[config.mk]
export PLATFORM = sky130hd
export DESIGN_NAME = bpe_top
export DESIGN_NICKNAME = d
export VERILOG_FILES = /design/src/design/bpe_pkg.sv /design/src/design/bpe_side.sv /design/src/design/bpe_top.sv
export VERILOG_INCLUDE_DIRS = /design/src /design/src/design
export SDC_FILE = /design/constraint.sdc
export NUM_CORES = 1
export LEC_CHECK = 0
export ABC_AREA = 0
export BUFFER_PORTS_ARGS = -buffer_cell sky130_fd_sc_hd__buf_4
export CELL_PAD_IN_SITES_DETAIL_PLACEMENT = 1
export CELL_PAD_IN_SITES_GLOBAL_PLACEMENT = 1
export CORE_ASPECT_RATIO = 1.5
export CORE_MARGIN = 2
export CORE_UTILIZATION = 35
export CTS_CLUSTER_SIZE = 20
export DETAILED_ROUTE_END_ITERATION = 6
export PLACE_DENSITY_LB_ADDON = 0.3
export SYNTH_ARGS = -nofsm -noshare
export SYNTH_HDL_FRONTEND = slang
export SYNTH_SLANG_ARGS = --single-unit
[constraint.sdc]
create_clock -name clk_sys -period 5.8 [get_ports clk_sys]
set_input_delay 0 -clock clk_sys [delete_from_list [all_inputs] [get_ports clk_sys]]
set_output_delay 0 -clock clk_sys [all_outputs]
set_load 0.03 [all_outputs]
[src/design/bpe_map.svh]
// Constants for the bridge parity error handler: status bit positions, reset values, timing.
`ifndef BPE_MAP_SVH
`define BPE_MAP_SVH

// =====================================================================
// Status flag positions
`define BPE_ST_P_DET     0
`define BPE_ST_P_SIG     1
`define BPE_ST_P_DPD     2
`define BPE_ST_S_DET     3
`define BPE_ST_S_DPD     4
`define BPE_ST_W         5
`define BPE_ST_RST       5'h00

// =====================================================================
// Widths and timing
`define BPE_AD_W         32
`define BPE_CBE_W        4
`define BPE_PERR_DLY     2

`endif

[src/design/bpe_pkg.sv]
// Types and the shared parity check for the bridge parity error handler.
`include "bpe_map.svh"

package bpe_pkg;

    typedef logic [`BPE_AD_W-1:0]  bpe_ad_t;
    typedef logic [`BPE_CBE_W-1:0] bpe_cbe_t;
    typedef logic [`BPE_ST_W-1:0]  bpe_stat_t;

    // Even parity covers address/data, byte enables and the parity bit.
    function automatic logic bpe_par_bad(
        input bpe_ad_t  ad,
        input bpe_cbe_t cbe,
        input logic     par
    );
        bpe_par_bad = ^{ad, cbe, par};
    endfunction

endpackage

[src/design/bpe_side.sv]
// One receiving bus side: data parity check, delayed parity error, read return holding entry.
`timescale 1ns/1ps
`default_nettype none
`include "bpe_map.svh"

module bpe_side #(
    parameter int PERR_DLY = `BPE_PERR_DLY
) (
    input  wire logic            clk_sys,
    input  wire logic            rst,
    input  wire logic            perr_resp,
    input  wire logic            rx_valid,
    input  wire logic            chk_valid,
    input  wire bpe_pkg::bpe_ad_t  ad,
    input  wire bpe_pkg::bpe_cbe_t cbe,
    input  wire logic            par,
    input  wire logic            take,
    input  wire logic            discard,
    output logic                 rx_ready,
    output logic                 data_err,
    output logic                 err_on_read,
    output logic                 perr_n,
    output logic                 fwd_valid,
    output bpe_pkg::bpe_ad_t     fwd_ad,
    output bpe_pkg::bpe_cbe_t    fwd_cbe,
    output logic                 fwd_par
);
    import bpe_pkg::*;

    // =================================================================
    // Data parity check and delayed report
    logic                 accept;
    logic                 bad;
    logic [PERR_DLY-1:0]  perr_sr_n_ff;
    logic [PERR_DLY-1:0]  nxt_perr_sr_n;
    logic                 data_err_ff;
    logic                 nxt_data_err;
    logic                 err_rd_ff;
    logic                 nxt_err_rd;

    // The ready flag alone gates capture; parity never stalls the read.
    assign accept = rx_valid & rx_ready;
    assign bad    = bpe_par_bad(ad, cbe, par);

    // The shift chain is active low so the pin comes straight off a flop.
    always_comb begin
        nxt_data_err = (accept | chk_valid) & bad;
        nxt_err_rd   = accept & bad;
        nxt_perr_sr_n = {perr_sr_n_ff[PERR_DLY-2:0], ~(nxt_data_err & perr_resp)};
    end

    always_ff @(posedge clk_sys or posedge rst) begin
        if (rst) begin
            perr_sr_n_ff <= '1;
            data_err_ff  <= 1'b0;
            err_rd_ff    <= 1'b0;
        end else begin
            perr_sr_n_ff <= nxt_perr_sr_n;
            data_err_ff  <= nxt_data_err;
            err_rd_ff    <= nxt_err_rd;
        end
    end

    assign perr_n      = perr_sr_n_ff[PERR_DLY-1];
    assign data_err    = data_err_ff;
    assign err_on_read = err_rd_ff;

    // =================================================================
    // Read return holding entry
    logic      hold_vld_ff;
    logic      nxt_hold_vld;
    bpe_ad_t   hold_ad_ff;
    bpe_ad_t   nxt_hold_ad;
    bpe_cbe_t  hold_cbe_ff;
    bpe_cbe_t  nxt_hold_cbe;
    logic      hold_par_ff;
    logic      nxt_hold_par;
    logic      ready_ff;
    logic      nxt_ready;
    logic      fv_ff;
    logic      nxt_fv;
    bpe_ad_t   fad_ff;
    bpe_ad_t   nxt_fad;
    bpe_cbe_t  fcbe_ff;
    bpe_cbe_t  nxt_fcbe;
    logic      fpar_ff;
    logic      nxt_fpar;

    always_comb begin
        nxt_hold_vld = hold_vld_ff;
        nxt_hold_ad  = hold_ad_ff;
        nxt_hold_cbe = hold_cbe_ff;
        nxt_hold_par = hold_par_ff;
        nxt_fv       = 1'b0;
        nxt_fad      = fad_ff;
        nxt_fcbe     = fcbe_ff;
        nxt_fpar     = fpar_ff;
        if (accept) begin
            nxt_hold_vld = 1'b1;
            nxt_hold_ad  = ad;
            nxt_hold_cbe = cbe;
            nxt_hold_par = par;
        end else if (hold_vld_ff && take) begin
            nxt_hold_vld = 1'b0;
            nxt_fv       = 1'b1;
            nxt_fad      = hold_ad_ff;
            nxt_fcbe     = hold_cbe_ff;
            nxt_fpar     = hold_par_ff;
        end else if (discard) begin
            nxt_hold_vld = 1'b0;
        end
        nxt_ready = ~nxt_hold_vld;
    end

    always_ff @(posedge clk_sys or posedge rst) begin
        if (rst) begin
            hold_vld_ff <= 1'b0;
            hold_ad_ff  <= '0;
            hold_cbe_ff <= '0;
            hold_par_ff <= 1'b0;
            ready_ff    <= 1'b1;
            fv_ff       <= 1'b0;
            fad_ff      <= '0;
            fcbe_ff     <= '0;
            fpar_ff     <= 1'b0;
        end else begin
            hold_vld_ff <= nxt_hold_vld;
            hold_ad_ff  <= nxt_hold_ad;
            hold_cbe_ff <= nxt_hold_cbe;
            hold_par_ff <= nxt_hold_par;
            ready_ff    <= nxt_ready;
            fv_ff       <= nxt_fv;
            fad_ff      <= nxt_fad;
            fcbe_ff     <= nxt_fcbe;
            fpar_ff     <= nxt_fpar;
        end
    end

    assign rx_ready  = ready_ff;
    assign fwd_valid = fv_ff;
    assign fwd_ad    = fad_ff;
    assign fwd_cbe   = fcbe_ff;
    assign fwd_par   = fpar_ff;

endmodule
`default_nettype wire

[src/design/bpe_top.sv]
// Top of the bridge parity error handler: address checks, claims, system error, status.
`timescale 1ns/1ps
`default_nettype none
`include "bpe_map.svh"

module bpe_top #(
    parameter int PERR_DLY = `BPE_PERR_DLY
) (
    input  wire logic               clk_sys,
    input  wire logic               rst,
    // Configuration bits.
    input  wire logic               p_par_resp,
    input  wire logic               s_par_resp,
    input  wire logic               primary_system_error_n_en,
    input  wire bpe_pkg::bpe_stat_t status_clr,
    // Primary bus phases.
    input  wire logic               p_addr_valid,
    input  wire logic               p_claim,
    input  wire bpe_pkg::bpe_ad_t   p_ad,
    input  wire bpe_pkg::bpe_cbe_t  p_cbe,
    input  wire logic               p_par,
    input  wire logic               p_cfg_wr,
    input  wire logic               p_up_rd_valid,
    input  wire logic               p_rd_take,
    input  wire logic               p_rd_discard,
    // Secondary bus phases.
    input  wire logic               s_addr_valid,
    input  wire logic               s_claim,
    input  wire bpe_pkg::bpe_ad_t   s_ad,
    input  wire bpe_pkg::bpe_cbe_t  s_cbe,
    input  wire logic               s_par,
    input  wire logic               s_dn_rd_valid,
    input  wire logic               s_rd_take,
    input  wire logic               s_rd_discard,
    // Bus-facing results.
    output logic                    primary_device_select_n,
    output logic                    secondary_device_select_n,
    output logic                    primary_system_error_n,
    output logic                    primary_parity_error_n,
    output logic                    secondary_parity_error_n,
    output logic                    primary_target_ready_n,
    output logic                    cfg_wr_stb,
    output bpe_pkg::bpe_ad_t        cfg_wr_data,
    output logic                    p_up_rd_ready,
    output logic                    s_dn_rd_ready,
    output logic                    p_ret_valid,
    output bpe_pkg::bpe_ad_t        p_ret_ad,
    output bpe_pkg::bpe_cbe_t       p_ret_cbe,
    output logic                    p_ret_par,
    output logic                    s_ret_valid,
    output bpe_pkg::bpe_ad_t        s_ret_ad,
    output bpe_pkg::bpe_cbe_t       s_ret_cbe,
    output logic                    s_ret_par,
    output bpe_pkg::bpe_stat_t      status
);
    import bpe_pkg::*;

    // =================================================================
    // Address parity
    logic p_ape;
    logic s_ape;

    assign p_ape = p_addr_valid & bpe_par_bad(p_ad, p_cbe, p_par);
    assign s_ape = s_addr_valid & bpe_par_bad(s_ad, s_cbe, s_par);

    // =================================================================
    // Receiving sides
    logic p_derr;
    logic p_derr_rd;
    logic s_derr;
    logic s_derr_rd;

    // Primary side checks upstream read data and own config writes and
    // returns upstream read data to the secondary initiator.
    bpe_side #(
        .PERR_DLY (PERR_DLY)
    ) u_pside (
        .clk_sys     (clk_sys),
        .rst         (rst),
        .perr_resp   (p_par_resp),
        .rx_valid    (p_up_rd_valid),
        .chk_valid   (p_cfg_wr),
        .ad          (p_ad),
        .cbe         (p_cbe),
        .par         (p_par),
        .take        (s_rd_take),
        .discard     (s_rd_discard),
        .rx_ready    (p_up_rd_ready),
        .data_err    (p_derr),
        .err_on_read (p_derr_rd),
        .perr_n      (primary_parity_error_n),
        .fwd_valid   (s_ret_valid),
        .fwd_ad      (s_ret_ad),
        .fwd_cbe     (s_ret_cbe),
        .fwd_par     (s_ret_par)
    );

    // Secondary side only ever checks downstream read data here.
    bpe_side #(
        .PERR_DLY (PERR_DLY)
    ) u_sside (
        .clk_sys     (clk_sys),
        .rst         (rst),
        .perr_resp   (s_par_resp),
        .rx_valid    (s_dn_rd_valid),
        .chk_valid   (1'b0),
        .ad          (s_ad),
        .cbe         (s_cbe),
        .par         (s_par),
        .take        (p_rd_take),
        .discard     (p_rd_discard),
        .rx_ready    (s_dn_rd_ready),
        .data_err    (s_derr),
        .err_on_read (s_derr_rd),
        .perr_n      (secondary_parity_error_n),
        .fwd_valid   (p_ret_valid),
        .fwd_ad      (p_ret_ad),
        .fwd_cbe     (p_ret_cbe),
        .fwd_par     (p_ret_par)
    );

    // reads always finish
    // A bad read beat never changes termination; ready follows only the
    // holding entry, so the target-bus read completes as usual.
    // initiator errors ignored
    // The return path has no input for the initiator's parity error at all:
    // once the data is handed over the initiator owns the problem.

    // =================================================================
    // Claims, system error and configuration write response
    logic     pdev_n_ff;
    logic     nxt_pdev_n;
    logic     sdev_n_ff;
    logic     nxt_sdev_n;
    logic     serr_n_ff;
    logic     nxt_serr_n;
    logic     serr_evt;
    logic     trdy_n_ff;
    logic     nxt_trdy_n;
    logic     cfg_stb_ff;
    logic     nxt_cfg_stb;
    bpe_ad_t  cfg_dat_ff;
    bpe_ad_t  nxt_cfg_dat;

    always_comb begin
        nxt_pdev_n = ~(p_addr_valid & p_claim & ~(p_ape & p_par_resp));
        nxt_sdev_n = ~(s_addr_valid & s_claim & ~(s_ape & s_par_resp));
        serr_evt   = primary_system_error_n_en & ((p_ape & p_par_resp) | (s_ape & s_par_resp));
        nxt_serr_n = ~serr_evt;
        nxt_trdy_n  = ~p_cfg_wr;
        nxt_cfg_stb = p_cfg_wr;
        nxt_cfg_dat = p_cfg_wr ? p_ad : cfg_dat_ff;
    end

    always_ff @(posedge clk_sys or posedge rst) begin
        if (rst) begin
            pdev_n_ff  <= 1'b1;
            sdev_n_ff  <= 1'b1;
            serr_n_ff  <= 1'b1;
            trdy_n_ff  <= 1'b1;
            cfg_stb_ff <= 1'b0;
            cfg_dat_ff <= '0;
        end else begin
            pdev_n_ff  <= nxt_pdev_n;
            sdev_n_ff  <= nxt_sdev_n;
            serr_n_ff  <= nxt_serr_n;
            trdy_n_ff  <= nxt_trdy_n;
            cfg_stb_ff <= nxt_cfg_stb;
            cfg_dat_ff <= nxt_cfg_dat;
        end
    end

    assign primary_device_select_n   = pdev_n_ff;
    assign secondary_device_select_n = sdev_n_ff;
    assign primary_system_error_n    = serr_n_ff;
    assign primary_target_ready_n    = trdy_n_ff;
    assign cfg_wr_stb                = cfg_stb_ff;
    assign cfg_wr_data               = cfg_dat_ff;

    // =================================================================
    // Status flags
    bpe_stat_t stat_ff;
    bpe_stat_t nxt_stat;
    bpe_stat_t stat_set;

    // Data errors arrive one cycle after the beat, so the response bits are
    // those standing then; software should not flip them mid-transfer.
    always_comb begin
        stat_set = '0;
        stat_set[`BPE_ST_P_DET] = p_ape | p_derr;
        stat_set[`BPE_ST_P_SIG] = serr_evt;
        stat_set[`BPE_ST_P_DPD] = p_derr_rd & p_par_resp;
        stat_set[`BPE_ST_S_DET] = s_ape | s_derr;
        stat_set[`BPE_ST_S_DPD] = s_derr_rd & s_par_resp;
        // write one clears
        // A set in the same cycle as its clear wins, so no event is lost.
        nxt_stat = (stat_ff & ~status_clr) | stat_set;
    end

    always_ff @(posedge clk_sys or posedge rst) begin
        if (rst) begin
            stat_ff <= `BPE_ST_RST;
        end else begin
            stat_ff <= nxt_stat;
        end
    end

    assign status = stat_ff;

endmodule
`default_nettype wire

# Word level (Yosys, flattened, before mapping)
# Index checks and enable logic that the tools add are counted.
# word_totals
regBits,203
output_inout_bits,122
wordCells,83
# op_classes
muxes,10
bitwise_logic,37
reduce_logical,6
# ops
operator,n
parity 37 bit,2
bitwise AND 1 bit,18
NOT 1 bit,12
2-to-1 mux 1 bit,10
bitwise AND 5 bit,1
NOT 5 bit,1
bitwise OR 5 bit,1
bitwise OR 1 bit,4
AND reduction 2 bit,2
logical AND 1 bit,2

# Depth between registers and ports, before layout
# logic_depth
depth_word,6
mapped_depth,6

# Modules after synthesis
# From an unflattened synthesis, not the netlist that was laid out.
# hier_totals
cells_unflattened,751
area_unflattened_um2,8996.1
# modules_own_cells
mod,instances,cells_each,area_per_inst_um2,seq_area_each_um2
bpe_side,2,291,3370.7,2030.7
bpe_top,1,169,2254.7,1056.0

# Least setup slack after synthesis
# OpenSTA, ideal clock, no wires.
# synth_timing
path_kind,reg-to-reg
from,reg u_sside.ready_ff (netlist: u_sside.rx_ready)
to,reg u_sside.hold_ad_ff[10]
arrival_time_ns,1.760
required_ns,5.675
slack_ns,3.915
stages_incl_launch_ff,5
path_buffers,2
synth_period_minus_slack_ns,1.885
cell_sequence,dfstp_2 and2_1 clkbuf_1 buf_1 mux2_2
# synth_via
elab_chain_cells,1
# synth_lines
element,line,rtl
from (decl),bpe_side.sv:78,logic ready_ff;
from (signal assigned),bpe_side.sv:131,ready_ff <= nxt_ready;
bitwise AND 1 bit,bpe_side.sv:42,assign accept = rx_valid & rx_ready;
to (signal assigned),bpe_side.sv:128,hold_ad_ff <= nxt_hold_ad;
to (decl),bpe_side.sv:72,bpe_ad_t hold_ad_ff;
# No other way between the ends.
# A chain may end at the register's enable or synchronous reset.

# Worst setup path after layout
# layout_timing
from,reg u_pside.ready_ff (netlist: u_pside.rx_ready)
to,reg u_pside.fad_ff[16] (netlist: u_pside.fwd_ad[16])
# layout_via
elab_chain_cells,3
# layout_lines
element,line,rtl
from (decl),bpe_side.sv:78,
from (signal assigned),bpe_side.sv:131,
bitwise AND 1 bit,bpe_side.sv:42,
NOT 1 bit (no source line),--,
AND reduction 2 bit (no source line),--,
to (signal assigned),bpe_side.sv:133,fad_ff <= nxt_fad;
to (decl),bpe_side.sv:82,bpe_ad_t fad_ff;
# No other way between the ends.

==> impl_metrics.ini <==
[critical_path]
path_max_fanout = 40
worst_path_max_delay_cell = and3_2
r2r_slack_ns = 3.14
crit_path_max_incr_delay_ns = 0.98
r2r-end = u_pside.fwd_ad[16]
r2r-start = u_pside.rx_ready
critPathLaunchType = flip-flop
rr_worst_depth = 3
cp_data_required_time_ns = 6.16
cp-end-kind = flip-flop
crit_type = flip-flop to flip-flop
cp.arrival_ns = 3.02
worstPathCellList = nand2_2 -> and3_2 -> mux2_2

[power_and_ir_drop]
power_frac_seq_pct = 38.5
internal-power_mw = 3.44
p_sw_mw = 1.76
clockPowerShare_pct = 25.9
swShare_pct = 33.9
p_leak_nw = 5.25
ir_drop_uv = 235
p_comb_share_pct = 35.6
p_per_area_nw_per_um2 = 445
fin_total_pwr_mw = 5.20

[grt]
grt_overflow_total = 0
antenna_found_initial = 0
grt_usage_pct = 17.7
grt_pass1_vias = 6225
grt_pass1_wl_mm = 34.1
grt_max_degree = 139

[status]
status = finished, final reports clean

[worst_hold_path]
hp-class = input port to asynchronous set/reset pin

[sta]
fin_skew_ns = 0.0171
hold_viol = 0
fin_tns_setup_ns = 0
fmax_mhz = 376
timing.final.crit_share_pct = 45.9
setup_viol = 0
rsz0062_at_grt = false
maxSlewViolCount = 0
relSlewSlack_pct = 33.2
post-route-min-period_ns = 2.66
max_slew.worst_pin.slew_ns = 0.998

[routing]
drcViolationCount = 0
viasPerCell = 4.74
drt-pass1-iter-count = 5
routed_wl_mm = 21.5
drtAntennaViolNets = 0
wl_per_cell_um = 19.0
dr_total_vias = 5348
drt_iter0_markers = 125

[final_layout]
layout.area.seq_um2 = 5090
n_fill_cell = 2229
nNetsFinal = 930
n_antenna_cell = 0
multi_input_area_um2 = 2880
syn_to_final_growth_pct = 44.5
drive_gt1_share_pct = 52.8

[synth]
syn_nets = 610
synth.ff_latch_count = 203
ys_warn_count = 0
synthTopCellsByArea = dfrtp_1 (60%), mux2_2 (25%), xnor2_1 (5.6%)
synth_largest_area_cell = dfrtp_1
avgSynthCellArea_um2 = 15.7
ys_types = 26
netlist_instances = 515
seq_area_frac_synth_pct = 63.0
syn_area_um2 = 8090
synth_top_area_share_pct = 59.7

[floorplanning]
dieArea_um2 = 24400
die_h_um = 190
core_region_area_um2 = 22900
die_w_um = 128
initial_core_util_pct = 35.3
io_pins = 217
rows = 68

[cts]
path_clk_slew_ns = 0.06
h-tree-depth = 1
cts_setup_buffers = 0
cts_tree = done
numCtsBuffers = 21
cts_sinks = 203
clk_latency_ns = 0.49
cts_hold_buf = 99
cts-resized-gates = 0
root_buffer = clkbuf_16
clockBufferDepth = 3

[flow_run]
cap_violations = 0

[placement]
portBuffers = 216
dp_hpwl_mm = 13.7
gp_congestion = 0.741
==> layout by cell type, fill, tap and decap left out <==
master,Yosys,routed
inv_8,0,1
xnor2_1,52,52
and2_1,1,1
nand2_2,0,1
clkbuf_1,13,3
nand3b_1,1,1
o21ai_0,6,6
xnor3_2,1,1
xnor2_2,1,1
nand2_1,5,4
nand3_1,2,2
clkbuf_8,0,4
and3_1,3,1
nand2b_1,3,3
clkbuf_16,0,21
dfstp_2,10,10
dlygate4sd3_1,0,99
or3_1,1,1
o211ai_1,1,1
xor2_1,9,9
mux2i_1,1,1
buf_4,0,218
dfrtp_1,193,193
a21oi_1,3,3
and3_2,0,2
o221ai_1,1,1
bufinv_16,0,2
mux2_2,180,180
xnor3_1,4,4
nor2_1,4,4
o22a_1,1,1
inv_1,12,11
clkinv_2,0,7
==> routing by layer <==
metal / routed length, um / vias to the layer above / GRT usage, %
li1: - / 2404 / -
met1: 8030 / 2730 / 19.7
met2: 11700 / 186 / 33.5
met3: 1460 / 28 / 4.47
met4: 307 / 0 / 3.85
met5: 0 / - / 0
==> kinds of logic after synthesis <==
group / synth area share [%]
buffers and inverters: 1.53
multiplexers: 25.2
flip-flops: 63.0
AO/OA/AOI/OAI: 0.866
XOR/XNOR: 8.21
AND/OR/NAND/NOR: 1.25
==> metrics by stage <==
stage,std cells,instance area [um2],hold slack (ns),worst slack [ns],util [%]
global route,1129,11700,0.252,2.93,51.1
finish,1129,11700,0.222,3.14,51.1
global placement,993,10000,0.154,3.17,43.7
CTS,1129,11700,0.235,3.07,51.1
detailed placement,993,10000,0.158,3.08,43.7
floorplan,515,8090,0.0314,0.277,-
==> cell type report <==
cell class / instances / area share, %
multi-input combinational: 280 / 24.6
clock inverter: 9 / 0.814
sequential: 203 / 43.6
inverter: 12 / 0.450
tap: 280 / 3.00
timing repair buffer: 317 / 22.5
clock buffer: 28 / 5.06
==> worst max path at each step <==
stage	from	depth (start not counted)	to
3_5_place_dp	u_pside.rx_ready	3	u_pside.fwd_ad[1]
5_1_grt	u_pside.rx_ready	3	u_pside.fwd_ad[1]
2_1_floorplan	rst	1	cfg_wr_data[0]
3_3_place_gp	u_pside.rx_ready	3	u_pside.fwd_ad[7]
6_report	u_pside.rx_ready	3	u_pside.fwd_ad[16]
4_1_cts	u_pside.rx_ready	3	u_pside.fwd_ad[16]
==> flip-flops by register name, indices dropped and copies added (netlist names), 2 cells and up <==
register	cells
u_sside.hold_cbe_ff	4
u_pside.perr_sr_n_ff	2
u_pside.fwd_ad	32
u_sside.perr_sr_n_ff	2
u_pside.hold_cbe_ff	4
u_sside.hold_ad_ff	32
cfg_wr_data	32
u_sside.fwd_ad	32
status	5
u_pside.hold_ad_ff	32
u_sside.fwd_cbe	4
u_pside.fwd_cbe	4
==> power by group through the flow <==
| stage | sequential [mW] | combinational, mW | clock, mW |
|---|---|---|---|
| after detailed placement | 2.03 | 1.77 | 0 |
| after global routing | 2.05 | 1.96 | 1.45 |
| after CTS | 2.01 | 1.86 | 1.40 |
| final | 2.00 | 1.85 | 1.35 |
| after floorplan | 2.51 | 0.577 | 0 |
| after global placement | 2.00 | 1.74 | 0 |
==> worst max-delay path: cells and delay by family (launching register included) <==
family | cells | cell delay, ns
simple gates | 2 | 1.70
flops | 1 | 0.38
mux | 1 | 0.42
==> synthesized netlist by cell type, drive strengths merged <==
master / instances
a21oi: 3
and2: 1
and3: 3
buf: 7
clkbuf: 13
dfrtp: 193
dfstp: 10
inv: 12
mux2: 180
mux2i: 1
nand2: 5
nand2b: 3
nand3: 2
nand3b: 1
nor2: 4
o211ai: 1
o21ai: 6
o221ai: 1
o22a: 1
or3: 1
xnor2: 53
xnor3: 5
xor2: 9
Power figures use the tool's default switching activity.
